[config.mk]
export PLATFORM = sky130hd
export DESIGN_NAME = cfr_status_flags
export DESIGN_NICKNAME = d
export VERILOG_FILES = /design/src/cfr_pkg.sv /design/src/cfr_alu.sv /design/src/cfr_status_flags.sv
export SDC_FILE = /design/constraint.sdc
export NUM_CORES = 1
export LEC_CHECK = 0
export BUFFER_PORTS_ARGS = -buffer_cell sky130_fd_sc_hd__buf_2
export CAP_MARGIN = 20
export CORE_MARGIN = 8
export CORE_UTILIZATION = 36
export CTS_BUF_LIST = sky130_fd_sc_hd__clkbuf_16
export DETAILED_ROUTE_END_ITERATION = 12
export PLACE_DENSITY = 0.69
export SETUP_SLACK_MARGIN = 0.4
export SYNTH_ARGS = -nofsm -noshare
export SYNTH_HDL_FRONTEND = slang
export SYNTH_SLANG_ARGS = --single-unit
[constraint.sdc]
create_clock -name pclk -period 1.6 [get_ports pclk]
set_input_delay 0.32 -clock pclk [delete_from_list [all_inputs] [get_ports pclk]]
set_output_delay 0.32 -clock pclk [all_outputs]
set_load 0.01 [all_outputs]
[src/cfr_pkg.sv]
// Constants, types and helpers for the core status flags block.
// Assumes a single pclk domain; APB register offsets are byte addresses.
package cfr_pkg;

  localparam int CFR_DW = 8;
  localparam int CFR_AW = 8;
  localparam int CFR_IRQ_W = 4;

  // Flag bit positions
  localparam int CFR_BIT_C = 0;
  localparam int CFR_BIT_DC = 1;
  localparam int CFR_BIT_Z = 2;
  localparam int CFR_BIT_PD = 3;
  localparam int CFR_BIT_TO = 4;

  localparam logic [CFR_DW-1:0] CFR_FLAGS_RESET = 8'h18;

  // Affect masks, laid out as {z, dc, c}
  localparam logic [2:0] CFR_AFF_NONE = 3'h0;
  localparam logic [2:0] CFR_AFF_C = 3'h1;
  localparam logic [2:0] CFR_AFF_Z = 3'h4;
  localparam logic [2:0] CFR_AFF_ALL = 3'h7;

  // APB register byte offsets
  localparam logic [CFR_AW-1:0] CFR_OFF_FLAGS = 8'h00;
  localparam logic [CFR_AW-1:0] CFR_OFF_IRQ_STATUS = 8'h04;
  localparam logic [CFR_AW-1:0] CFR_OFF_IRQ_ENABLE = 8'h08;
  localparam logic [CFR_AW-1:0] CFR_OFF_IRQ_CLEAR = 8'h0C;
  localparam logic [CFR_AW-1:0] CFR_OFF_RESULT = 8'h10;

  // Interrupt status bit positions
  localparam int CFR_IRQ_TIMEOUT = 0;
  localparam int CFR_IRQ_SLEEP = 1;
  localparam int CFR_IRQ_WDCLR = 2;
  localparam int CFR_IRQ_BLOCKED = 3;

  typedef enum logic [3:0] {
    CFR_OP_NOP,
    CFR_OP_ADD_REG,
    CFR_OP_ADD_LIT,
    CFR_OP_SUB_REG,
    CFR_OP_SUB_LIT,
    CFR_OP_AND,
    CFR_OP_IOR,
    CFR_OP_XOR,
    CFR_OP_CLR,
    CFR_OP_MOV,
    CFR_OP_RRF,
    CFR_OP_RLF
  } cfr_op_t;

  // One executed instruction; sub ops compute opb - opa
  typedef struct packed {
    logic valid;
    cfr_op_t op;
    logic [CFR_DW-1:0] opa;
    logic [CFR_DW-1:0] opb;
    logic dest_status;
  } cfr_instr_t;

  typedef struct packed {
    logic [CFR_DW-1:0] result;
    logic z;
    logic dc;
    logic c;
    logic [2:0] affect;
  } cfr_alu_t;

  typedef struct packed {
    logic wdt_clear;
    logic sleep;
    logic wdt_timeout;
  } cfr_event_t;

  // Returns {carry, nibble carry, sum}
  function automatic logic [CFR_DW+1:0] cfr_add(input logic [CFR_DW-1:0] a, input logic [CFR_DW-1:0] b,
                                                input logic cin);
    logic [4:0] lo;
    logic [CFR_DW:0] full;
    lo = {1'b0, a[3:0]} + {1'b0, b[3:0]} + {4'h0, cin};
    full = {1'b0, a} + {1'b0, b} + {8'h00, cin};
    return {full[CFR_DW], lo[4], full[CFR_DW-1:0]};
  endfunction : cfr_add

endpackage : cfr_pkg

[src/cfr_alu.sv]
// Result and flag computation for one instruction.
// Purely combinational; the caller registers the outputs.
`timescale 1ns/1ps
module cfr_alu (
  // Instruction in
  input cfr_pkg::cfr_instr_t instr,
  input wire logic carry_in,
  // Result out
  output cfr_pkg::cfr_alu_t res
);
  import cfr_pkg::*;

  logic [CFR_DW+1:0] add_w;
  logic [CFR_DW+1:0] sub_w;

  assign add_w = cfr_add(instr.opb, instr.opa, 1'b0);
  // Borrow shows as carry low, straight from the complement sum
  assign sub_w = cfr_add(instr.opb, ~instr.opa, 1'b1);

  always_comb begin
    res = '0;
    res.affect = CFR_AFF_NONE;
    case (instr.op)
      CFR_OP_ADD_REG, CFR_OP_ADD_LIT: begin
        {res.c, res.dc, res.result} = add_w;
        res.affect = CFR_AFF_ALL;
      end
      CFR_OP_SUB_REG, CFR_OP_SUB_LIT: begin
        {res.c, res.dc, res.result} = sub_w;
        res.affect = CFR_AFF_ALL;
      end
      CFR_OP_AND: begin
        res.result = instr.opa & instr.opb;
        res.affect = CFR_AFF_Z;
      end
      CFR_OP_IOR: begin
        res.result = instr.opa | instr.opb;
        res.affect = CFR_AFF_Z;
      end
      CFR_OP_XOR: begin
        res.result = instr.opa ^ instr.opb;
        res.affect = CFR_AFF_Z;
      end
      CFR_OP_CLR: begin
        res.result = '0;
        res.affect = CFR_AFF_Z;
      end
      CFR_OP_MOV: begin
        res.result = instr.opb;
      end
      CFR_OP_RRF: begin
        res.result = {carry_in, instr.opb[CFR_DW-1:1]};
        res.c = instr.opb[0];
        res.affect = CFR_AFF_C;
      end
      CFR_OP_RLF: begin
        res.result = {instr.opb[CFR_DW-2:0], carry_in};
        res.c = instr.opb[CFR_DW-1];
        res.affect = CFR_AFF_C;
      end
      default: begin
        res.result = '0;
      end
    endcase
    res.z = (res.result == '0);
  end

endmodule : cfr_alu

[src/cfr_status_flags.sv]
// Core status flags register with APB access and event interrupt.
// Assumes instr and events are synchronous to pclk, one cycle per instruction.
//
// The implementer's own choices: register access over APB and the register addresses.
`timescale 1ns/1ps
module cfr_status_flags (
  // Clock and reset
  input wire logic pclk,
  input wire logic presetn,
  // APB slave
  input wire logic psel,
  input wire logic penable,
  input wire logic pwrite,
  input wire logic [cfr_pkg::CFR_AW-1:0] paddr,
  input wire logic [31:0] pwdata,
  output logic [31:0] prdata,
  output logic pready,
  output logic pslverr,
  // Core datapath
  input cfr_pkg::cfr_instr_t instr,
  input cfr_pkg::cfr_event_t events,
  output logic [cfr_pkg::CFR_DW-1:0] flags_q,
  output logic [cfr_pkg::CFR_DW-1:0] result_q,
  output logic result_valid_q,
  // Interrupt
  output logic irq_q
);
  import cfr_pkg::*;

  cfr_alu_t alu_res;
  logic [CFR_DW-1:0] flags_d;
  logic [CFR_IRQ_W-1:0] irq_status_q;
  logic [CFR_IRQ_W-1:0] irq_status_d;
  logic [CFR_IRQ_W-1:0] irq_enable_q;
  logic [CFR_IRQ_W-1:0] irq_enable_d;
  logic [CFR_IRQ_W-1:0] irq_set;
  logic [CFR_IRQ_W-1:0] irq_clr;
  logic [31:0] prdata_d;
  logic [31:0] rd_data;
  logic pready_d;
  logic pslverr_d;

  cfr_alu u_alu (
    .instr(instr),
    .carry_in(flags_q[CFR_BIT_C]),
    .res(alu_res)
  );

  // APB decode
  wire apb_access = psel & penable;
  wire apb_first = apb_access & ~pready;
  wire apb_done = apb_access & pready;
  wire sel_flags = (paddr == CFR_OFF_FLAGS);
  wire sel_status = (paddr == CFR_OFF_IRQ_STATUS);
  wire sel_enable = (paddr == CFR_OFF_IRQ_ENABLE);
  wire sel_clear = (paddr == CFR_OFF_IRQ_CLEAR);
  wire sel_result = (paddr == CFR_OFF_RESULT);
  wire mapped = sel_flags | sel_status | sel_enable | sel_clear | sel_result;
  wire apb_wr = apb_done & pwrite;

  assign rd_data = sel_flags ? {24'h0, flags_q} :
                   sel_status ? {28'h0, irq_status_q} :
                   sel_enable ? {28'h0, irq_enable_q} :
                   sel_result ? {24'h0, result_q} : 32'h0;

  // One wait state: answer is registered
  assign pready_d = apb_first;
  assign pslverr_d = apb_first & ~mapped;
  assign prdata_d = apb_first ? rd_data : prdata;

  // Flag merge. Core instruction beats a same-cycle APB write to the flags.
  wire exec = instr.valid;
  wire to_status = exec & instr.dest_status;
  wire flags_wr = apb_wr & sel_flags & ~exec;
  wire [2:0] alu_flags = {alu_res.z, alu_res.dc, alu_res.c};
  wire [2:0] aff_mask = exec ? alu_res.affect : CFR_AFF_NONE;
  wire [2:0] data_low = to_status ? alu_res.result[2:0] :
                        flags_wr ? pwdata[2:0] : flags_q[2:0];
  // Computed flags override data on affected bits
  wire [2:0] low_d = (alu_flags & aff_mask) | (data_low & ~aff_mask);
  // Only core events move the reset-cause flags
  wire to_d = events.wdt_timeout ? 1'b0 :
              (events.wdt_clear | events.sleep) ? 1'b1 : flags_q[CFR_BIT_TO];
  wire pd_d = events.sleep ? 1'b0 :
              events.wdt_clear ? 1'b1 : flags_q[CFR_BIT_PD];

  always_comb begin
    flags_d = '0;
    flags_d[CFR_BIT_C] = low_d[0];
    flags_d[CFR_BIT_DC] = low_d[1];
    flags_d[CFR_BIT_Z] = low_d[2];
    flags_d[CFR_BIT_PD] = pd_d;
    flags_d[CFR_BIT_TO] = to_d;
  end

  // Interrupt events; set wins over clear
  always_comb begin
    irq_set = '0;
    irq_set[CFR_IRQ_TIMEOUT] = events.wdt_timeout;
    irq_set[CFR_IRQ_SLEEP] = events.sleep;
    irq_set[CFR_IRQ_WDCLR] = events.wdt_clear;
    irq_set[CFR_IRQ_BLOCKED] = to_status & (alu_res.affect != CFR_AFF_NONE);
  end

  assign irq_clr = (apb_wr & sel_clear) ? pwdata[CFR_IRQ_W-1:0] : '0;
  assign irq_status_d = (irq_status_q & ~irq_clr) | irq_set;
  assign irq_enable_d = (apb_wr & sel_enable) ? pwdata[CFR_IRQ_W-1:0] : irq_enable_q;

  // Power-up sets both reset-cause flags
  always_ff @(posedge pclk or negedge presetn) begin
    if (!presetn) begin
      flags_q <= CFR_FLAGS_RESET;
    end else begin
      flags_q <= flags_d;
    end
  end

  always_ff @(posedge pclk or negedge presetn) begin
    if (!presetn) begin
      result_q <= '0;
      result_valid_q <= 1'b0;
    end else begin
      result_q <= exec ? alu_res.result : result_q;
      result_valid_q <= exec;
    end
  end

  always_ff @(posedge pclk or negedge presetn) begin
    if (!presetn) begin
      irq_status_q <= '0;
      irq_enable_q <= '0;
      irq_q <= 1'b0;
    end else begin
      irq_status_q <= irq_status_d;
      irq_enable_q <= irq_enable_d;
      irq_q <= |(irq_status_d & irq_enable_d);
    end
  end

  always_ff @(posedge pclk or negedge presetn) begin
    if (!presetn) begin
      prdata <= '0;
      pready <= 1'b0;
      pslverr <= 1'b0;
    end else begin
      prdata <= prdata_d;
      pready <= pready_d;
      pslverr <= pslverr_d;
    end
  end

endmodule : cfr_status_flags

Word level (Yosys, flattened, before mapping):

Index checks and enable logic that the tools add are counted.

* latch bits: 0
* flip-flop bits (word level): 57
* memories: 0
* memory bits (writable): 0
* ROM bits: 0
* bits of input ports: 70

* muxes and demuxes: 17
* divide/modulo/power cells: 0
* reductions and logical operators: 11
* multipliers: 0
* equality and inequality tests: 15
* magnitude comparators: 0
* $add $sub $neg: 6
* shifts and indexed selects: 0
* bitwise gates (word level): 31

Operator list (count)
* $pmux 8 s8: 1
* $mux 8: 4
* $add 8x8->9: 2
* $eq 4x3->1 const B: 4
* $eq 4x4->1 const B: 4
* $eq 8x4->1 const B: 2
* $logic_not 8->1: 2
* $reduce_or 4->1: 3
* $and 1x1->1: 11
* $add 4x4->5: 2
* $add 9x1->9 const B: 1
* $mux 3: 3
* $pmux 3 s3: 1
* $and 4x4->4: 2
* $and 8x8->8: 1
* $eq 4x2->1 const B: 2
* $eq 8x3->1 const B: 1
* $eq 8x5->1 const B: 1
* $mux 4: 2
* $not 8->8: 1
* $or 8x8->8: 1
* $xor 8x8->8: 1
* $and 3x3->3: 2
* $reduce_or 2->1: 3
* other kinds (13): 23

Depth between registers and ports, before layout:

* depth in word-level cells: 10
* depth in mapped cells: 10

Cells and area by module:

A second synthesis with hierarchy kept.

* cell total of the unflattened synthesis: 385
* area total of the unflattened synthesis: 3393.3 um^2

By module, submodules not included
* cfr_status_flags: instances 1, seq. area each 828.3 um^2, area each 1778.0 um^2, cells each 174
* cfr_alu: instances 1, seq. area each 0.0 um^2, area each 1615.3 um^2, cells each 211

Worst setup path after synthesis:

OpenSTA, ideal clock, no wires.

* kind: input-to-reg
* from: input port instr[3] in the netlist's numbering
* to: register result_q[7] in the netlist's numbering
* stages on the path: 10
* buffers on the path: 1
* data required time: 1.472 ns
* data arrival time: 2.263 ns
* setup time: 0.128 ns
* setup slack: -0.791 ns
* cell sequence: inv_1 -> ha_1 -> buf_6 -> or2_4 -> a31o_1 -> a2111oi_2 -> or3_1 -> xnor2_1 -> o221ai_2 -> mux2_1

* longest elaborated chain between the ends: 3
* elaborated cells on any way between the ends: 4

Ends and longest elaborated chain
* start, declared: RTL line cfr_status_flags.sv:20 `input cfr_pkg::cfr_instr_t instr,`
* $add 8x8->9: RTL line cfr_pkg.sv:81 `full = {1'b0, a} + {1'b0, b} + {8'h00, cin};`
* $add 9x1->9: RTL line cfr_pkg.sv:81
* $pmux 8 s8 (*): RTL line cfr_alu.sv:23 `case (instr.op)`
* end signal, assigned: RTL line cfr_status_flags.sv:123 `result_q <= exec ? alu_res.result : result_q;`
* end, declared: RTL line cfr_status_flags.sv:23 `output logic [cfr_pkg::CFR_DW-1:0] result_q,`

Every way passes the cells marked *; elsewhere a longest branch is shown, timed or not.
A chain may end at the register's enable or synchronous reset.

==> results.py <==
metrics = {
    "routing": {
        "ant_nets": 0,
        "drt-initial-drc-count": 224,
        "dr_total_vias": 3465,
        "drt-pass1-iter-count": 5,
        "wirelength_microns": 10970,
        "drc": 0,
        "vias_per_cell": 5.203,
        "avgRoutedWirePerCell_microns": 16.46,
    },
    "synth": {
        "seq_area_frac_synth_pct": 25.94,
        "synth_most_common_cell": "nor2_1",
        "netlist_top_cells_count": "nor2_1, dfrtp_1, nand2_1",
        "synth_warnings": 0,
        "yosys.area.top_type_share_pct": 24.29,
        "synth_top_area_cell": "dfrtp_1",
        "synth_cells": 390,
        "avgSynthCellArea_sq_um": 8.187,
        "synth_edf_count": 0,
        "async_flop_share_pct": 100.0,
        "synth.area.top_cells": "dfrtp_1, ha_1, buf_4, a21oi_1, nor2_1",
        "ys_seq_elements": 33,
        "synthDistinctLibCells": 68,
        "dominantRegCellSynth": "dfrtp_1",
        "syn_area_sq_um": 3193,
    },
    "die": {
        "initial_core_util_pct": 36.79,
        "die_y_microns": 110.2,
        "rows": 34,
        "core-area_sq_um": 8678,
        "pin_count": 122,
        "die_area_sq_um": 12140,
        "die_x_microns": 110.2,
    },
    "setup_path": {
        "path_buf_inv": 1,
        "end_kind": "register",
        "path_cells": "buf_8 -> ha_4 -> fa_2 -> a211oi_4 -> o21bai_1 -> a21o_1 -> a221oi_2 -> o21ai_2 -> o41ai_2",
        "critical_path.top_delay_family": "compound AO/OA/AOI/OAI gates",
        "crit_path_start_kind": "input pin",
        "slowest_delay_ns": 0.39,
        "cp_max_fo": 3,
        "arrival_ns": 2.27,
        "path_class": "input pin to register",
        "slowest_stage": "fa_2",
        "cp.required_ns": 1.78,
    },
    "timing": {
        "period_share_pct": 130.5,
        "layout_min_cycle_time_ns": 2.089,
        "rsz0062_at_grt": "true",
        "fin_ws_ns": -0.4885,
        "fin_worst_skew_ns": 0.004757,
        "setup_viol": 10,
        "max_freq_mhz": 478.8,
        "finalHoldViolCount": 0,
        "slew_violations": 0,
        "setup_tns_ns": -3.325,
    },
    "final_layout": {
        "layout.nets": 653,
        "postLayoutCoreUtil_pct": 58.95,
        "seq_area_sq_um": 828.3,
        "final_cells": 666,
        "syn_to_final_growth_pct": 60.23,
        "multi_input_area_sq_um": 2506,
        "n_antenna_cell": 0,
        "n_fill_cell": 759,
        "drive_above_1_share_pct": 51.25,
    },
    "placement": {
        "gp_routability_congestion": 0.9102,
        "dp_cells": 639,
        "dp_slack_ns": -0.9250,
        "dp_hpwl_microns": 8430,
        "portBuffers": 66,
    },
    "clocking": {
        "cts_tree": "done",
        "cts_root_buf": "clkbuf_16",
        "clk_pin_slew_worst_paths_ns": 0.05,
        "clock_sinks": 33,
        "hold_buffers": 0,
        "clkLatencyLatePin_ns": 0.28,
        "cts_inserted_buffers": 5,
        "clockBufferDepth": 2,
        "cts_max_level": 2,
    },
    "hold_path": {
        "hp-class": "input pin to async pin",
    },
    "global_routing": {
        "grt_pass1_vias": 3526,
        "grt_start_max_net_pins": 34,
        "grt_pass1_wl_microns": 16660,
        "antenna_found_initial": 0,
        "grt-ovfl-total": 0,
        "track_usage_pct": 17.03,
    },
    "power": {
        "p_per_area_nw_per_um2": 628.4,
        "vdd_drop_max_uv": 359.6,
        "p_leak_nw": 2.466,
        "fin_total_pwr_w": 0.003215,
    },
    "job": {
        "cap_violations": 0,
    },
    "run_status": {
        "violations": "setup timing",
        "status": "complete, but fails checks",
    },
}
==> through the flow <==
stage               hold WS, ns  cell area [sq um]
floorplan               0.02441               3460
global placement         0.3605               4320
detailed placement       0.3737               4320
CTS                     0.08126               4942
global route            0.09908               5116
finish                  0.06124               5116
==> kinds of logic after synthesis <==
family / count (synthesis) / synth area share [%]
AO/OA/AOI/OAI: 120 / 26.18
XOR/XNOR: 4 / 1.097
adder cells (fa/ha/maj): 26 / 10.66
buffers and inverters: 75 / 12.77
flip-flops: 33 / 25.94
multiplexers: 18 / 5.878
other: 1 / 0.1174
AND/OR/NAND/NOR: 113 / 17.36
==> layout by cell type (no fill, tap or decap), drive strengths merged, types with 3 or more instances in the layout <==
cell and n:
buf 183, nor2 38, dfrtp 31, nand2 31
a21oi 28, conb 27, inv 25, ha 24
o21ai 16, mux2i 12, a22oi 10, a21o 9
o22ai 8, nor2b 8, a31oi 7, nand2b 7
mux2 6, nor3 6, clkbuf 5, nand4 4
a22o 4, o221ai 4, a211oi 4, o21bai 4
a211o 3, xnor2 3, and4 3, or2 3
a221oi 3, nand3 3
==> path summary, 6_finish.rpt <==
path	slack [ns]	to	start	cells after the start
max	-0.49	register	instr[9]	9
min	0.06	irq_q$_DFF_PN0_	presetn	2
max reg2reg	-0.06	irq_q$_DFF_PN0_	pready$_DFF_PN0_	8
min reg2reg	0.49	prdata[2]$_DFFE_PN0P_	prdata[2]$_DFFE_PN0P_	2
max in group asynchronous	1.22	flags_q[3]$_DFFE_PN1P_	presetn	2
min in group pclk	0.17	flags_q[4]$_DFFE_PN1P_	events[0]	2
==> layout make-up <==
cell class | count | share of cell area (%)
Inverter | 25 | 2.372
Multi-Input combinational cell | 309 | 48.98
Timing Repair Buffer | 183 | 27.02
Sequential cell | 33 | 16.19
Clock buffer | 5 | 2.446
Tap cell | 108 | 2.641
Clock inverter | 3 | 0.3424
==> power breakdown <==
part           internal (W)  switching, W  total, W
clock network      0.000569      0.000347  0.000916
logic              0.000680      0.000674   0.00135
registers          0.000894     0.0000509  0.000945
==> sequential cells by signal, indices dropped and copies added (netlist names), named ones only <==
| register | flops |
|---|---|
| result_valid_q | 1 |
| result_q | 8 |
| irq_enable_q | 4 |
| pslverr | 1 |
| pready | 1 |
| irq_q | 1 |
| flags_q | 2 |
| prdata | 8 |
| irq_status_q | 4 |
==> layer usage <==
metal	share of wire, %	track usage, %
met4	2.6	5.519
met1	41	20.24
met3	6.3	1.919
met2	50	31.12
met5	0	0
==> what timing repair did <==
action,4_1_cts,5_1_grt
cloned,0,1
pin swaps,24,10
gates resized for setup,93,29
endpoints found under the setup margin,31,32
buffers inserted,14,4
endpoints found under the hold margin,0,0
No activity file was read; power rests on OpenSTA's default activity.
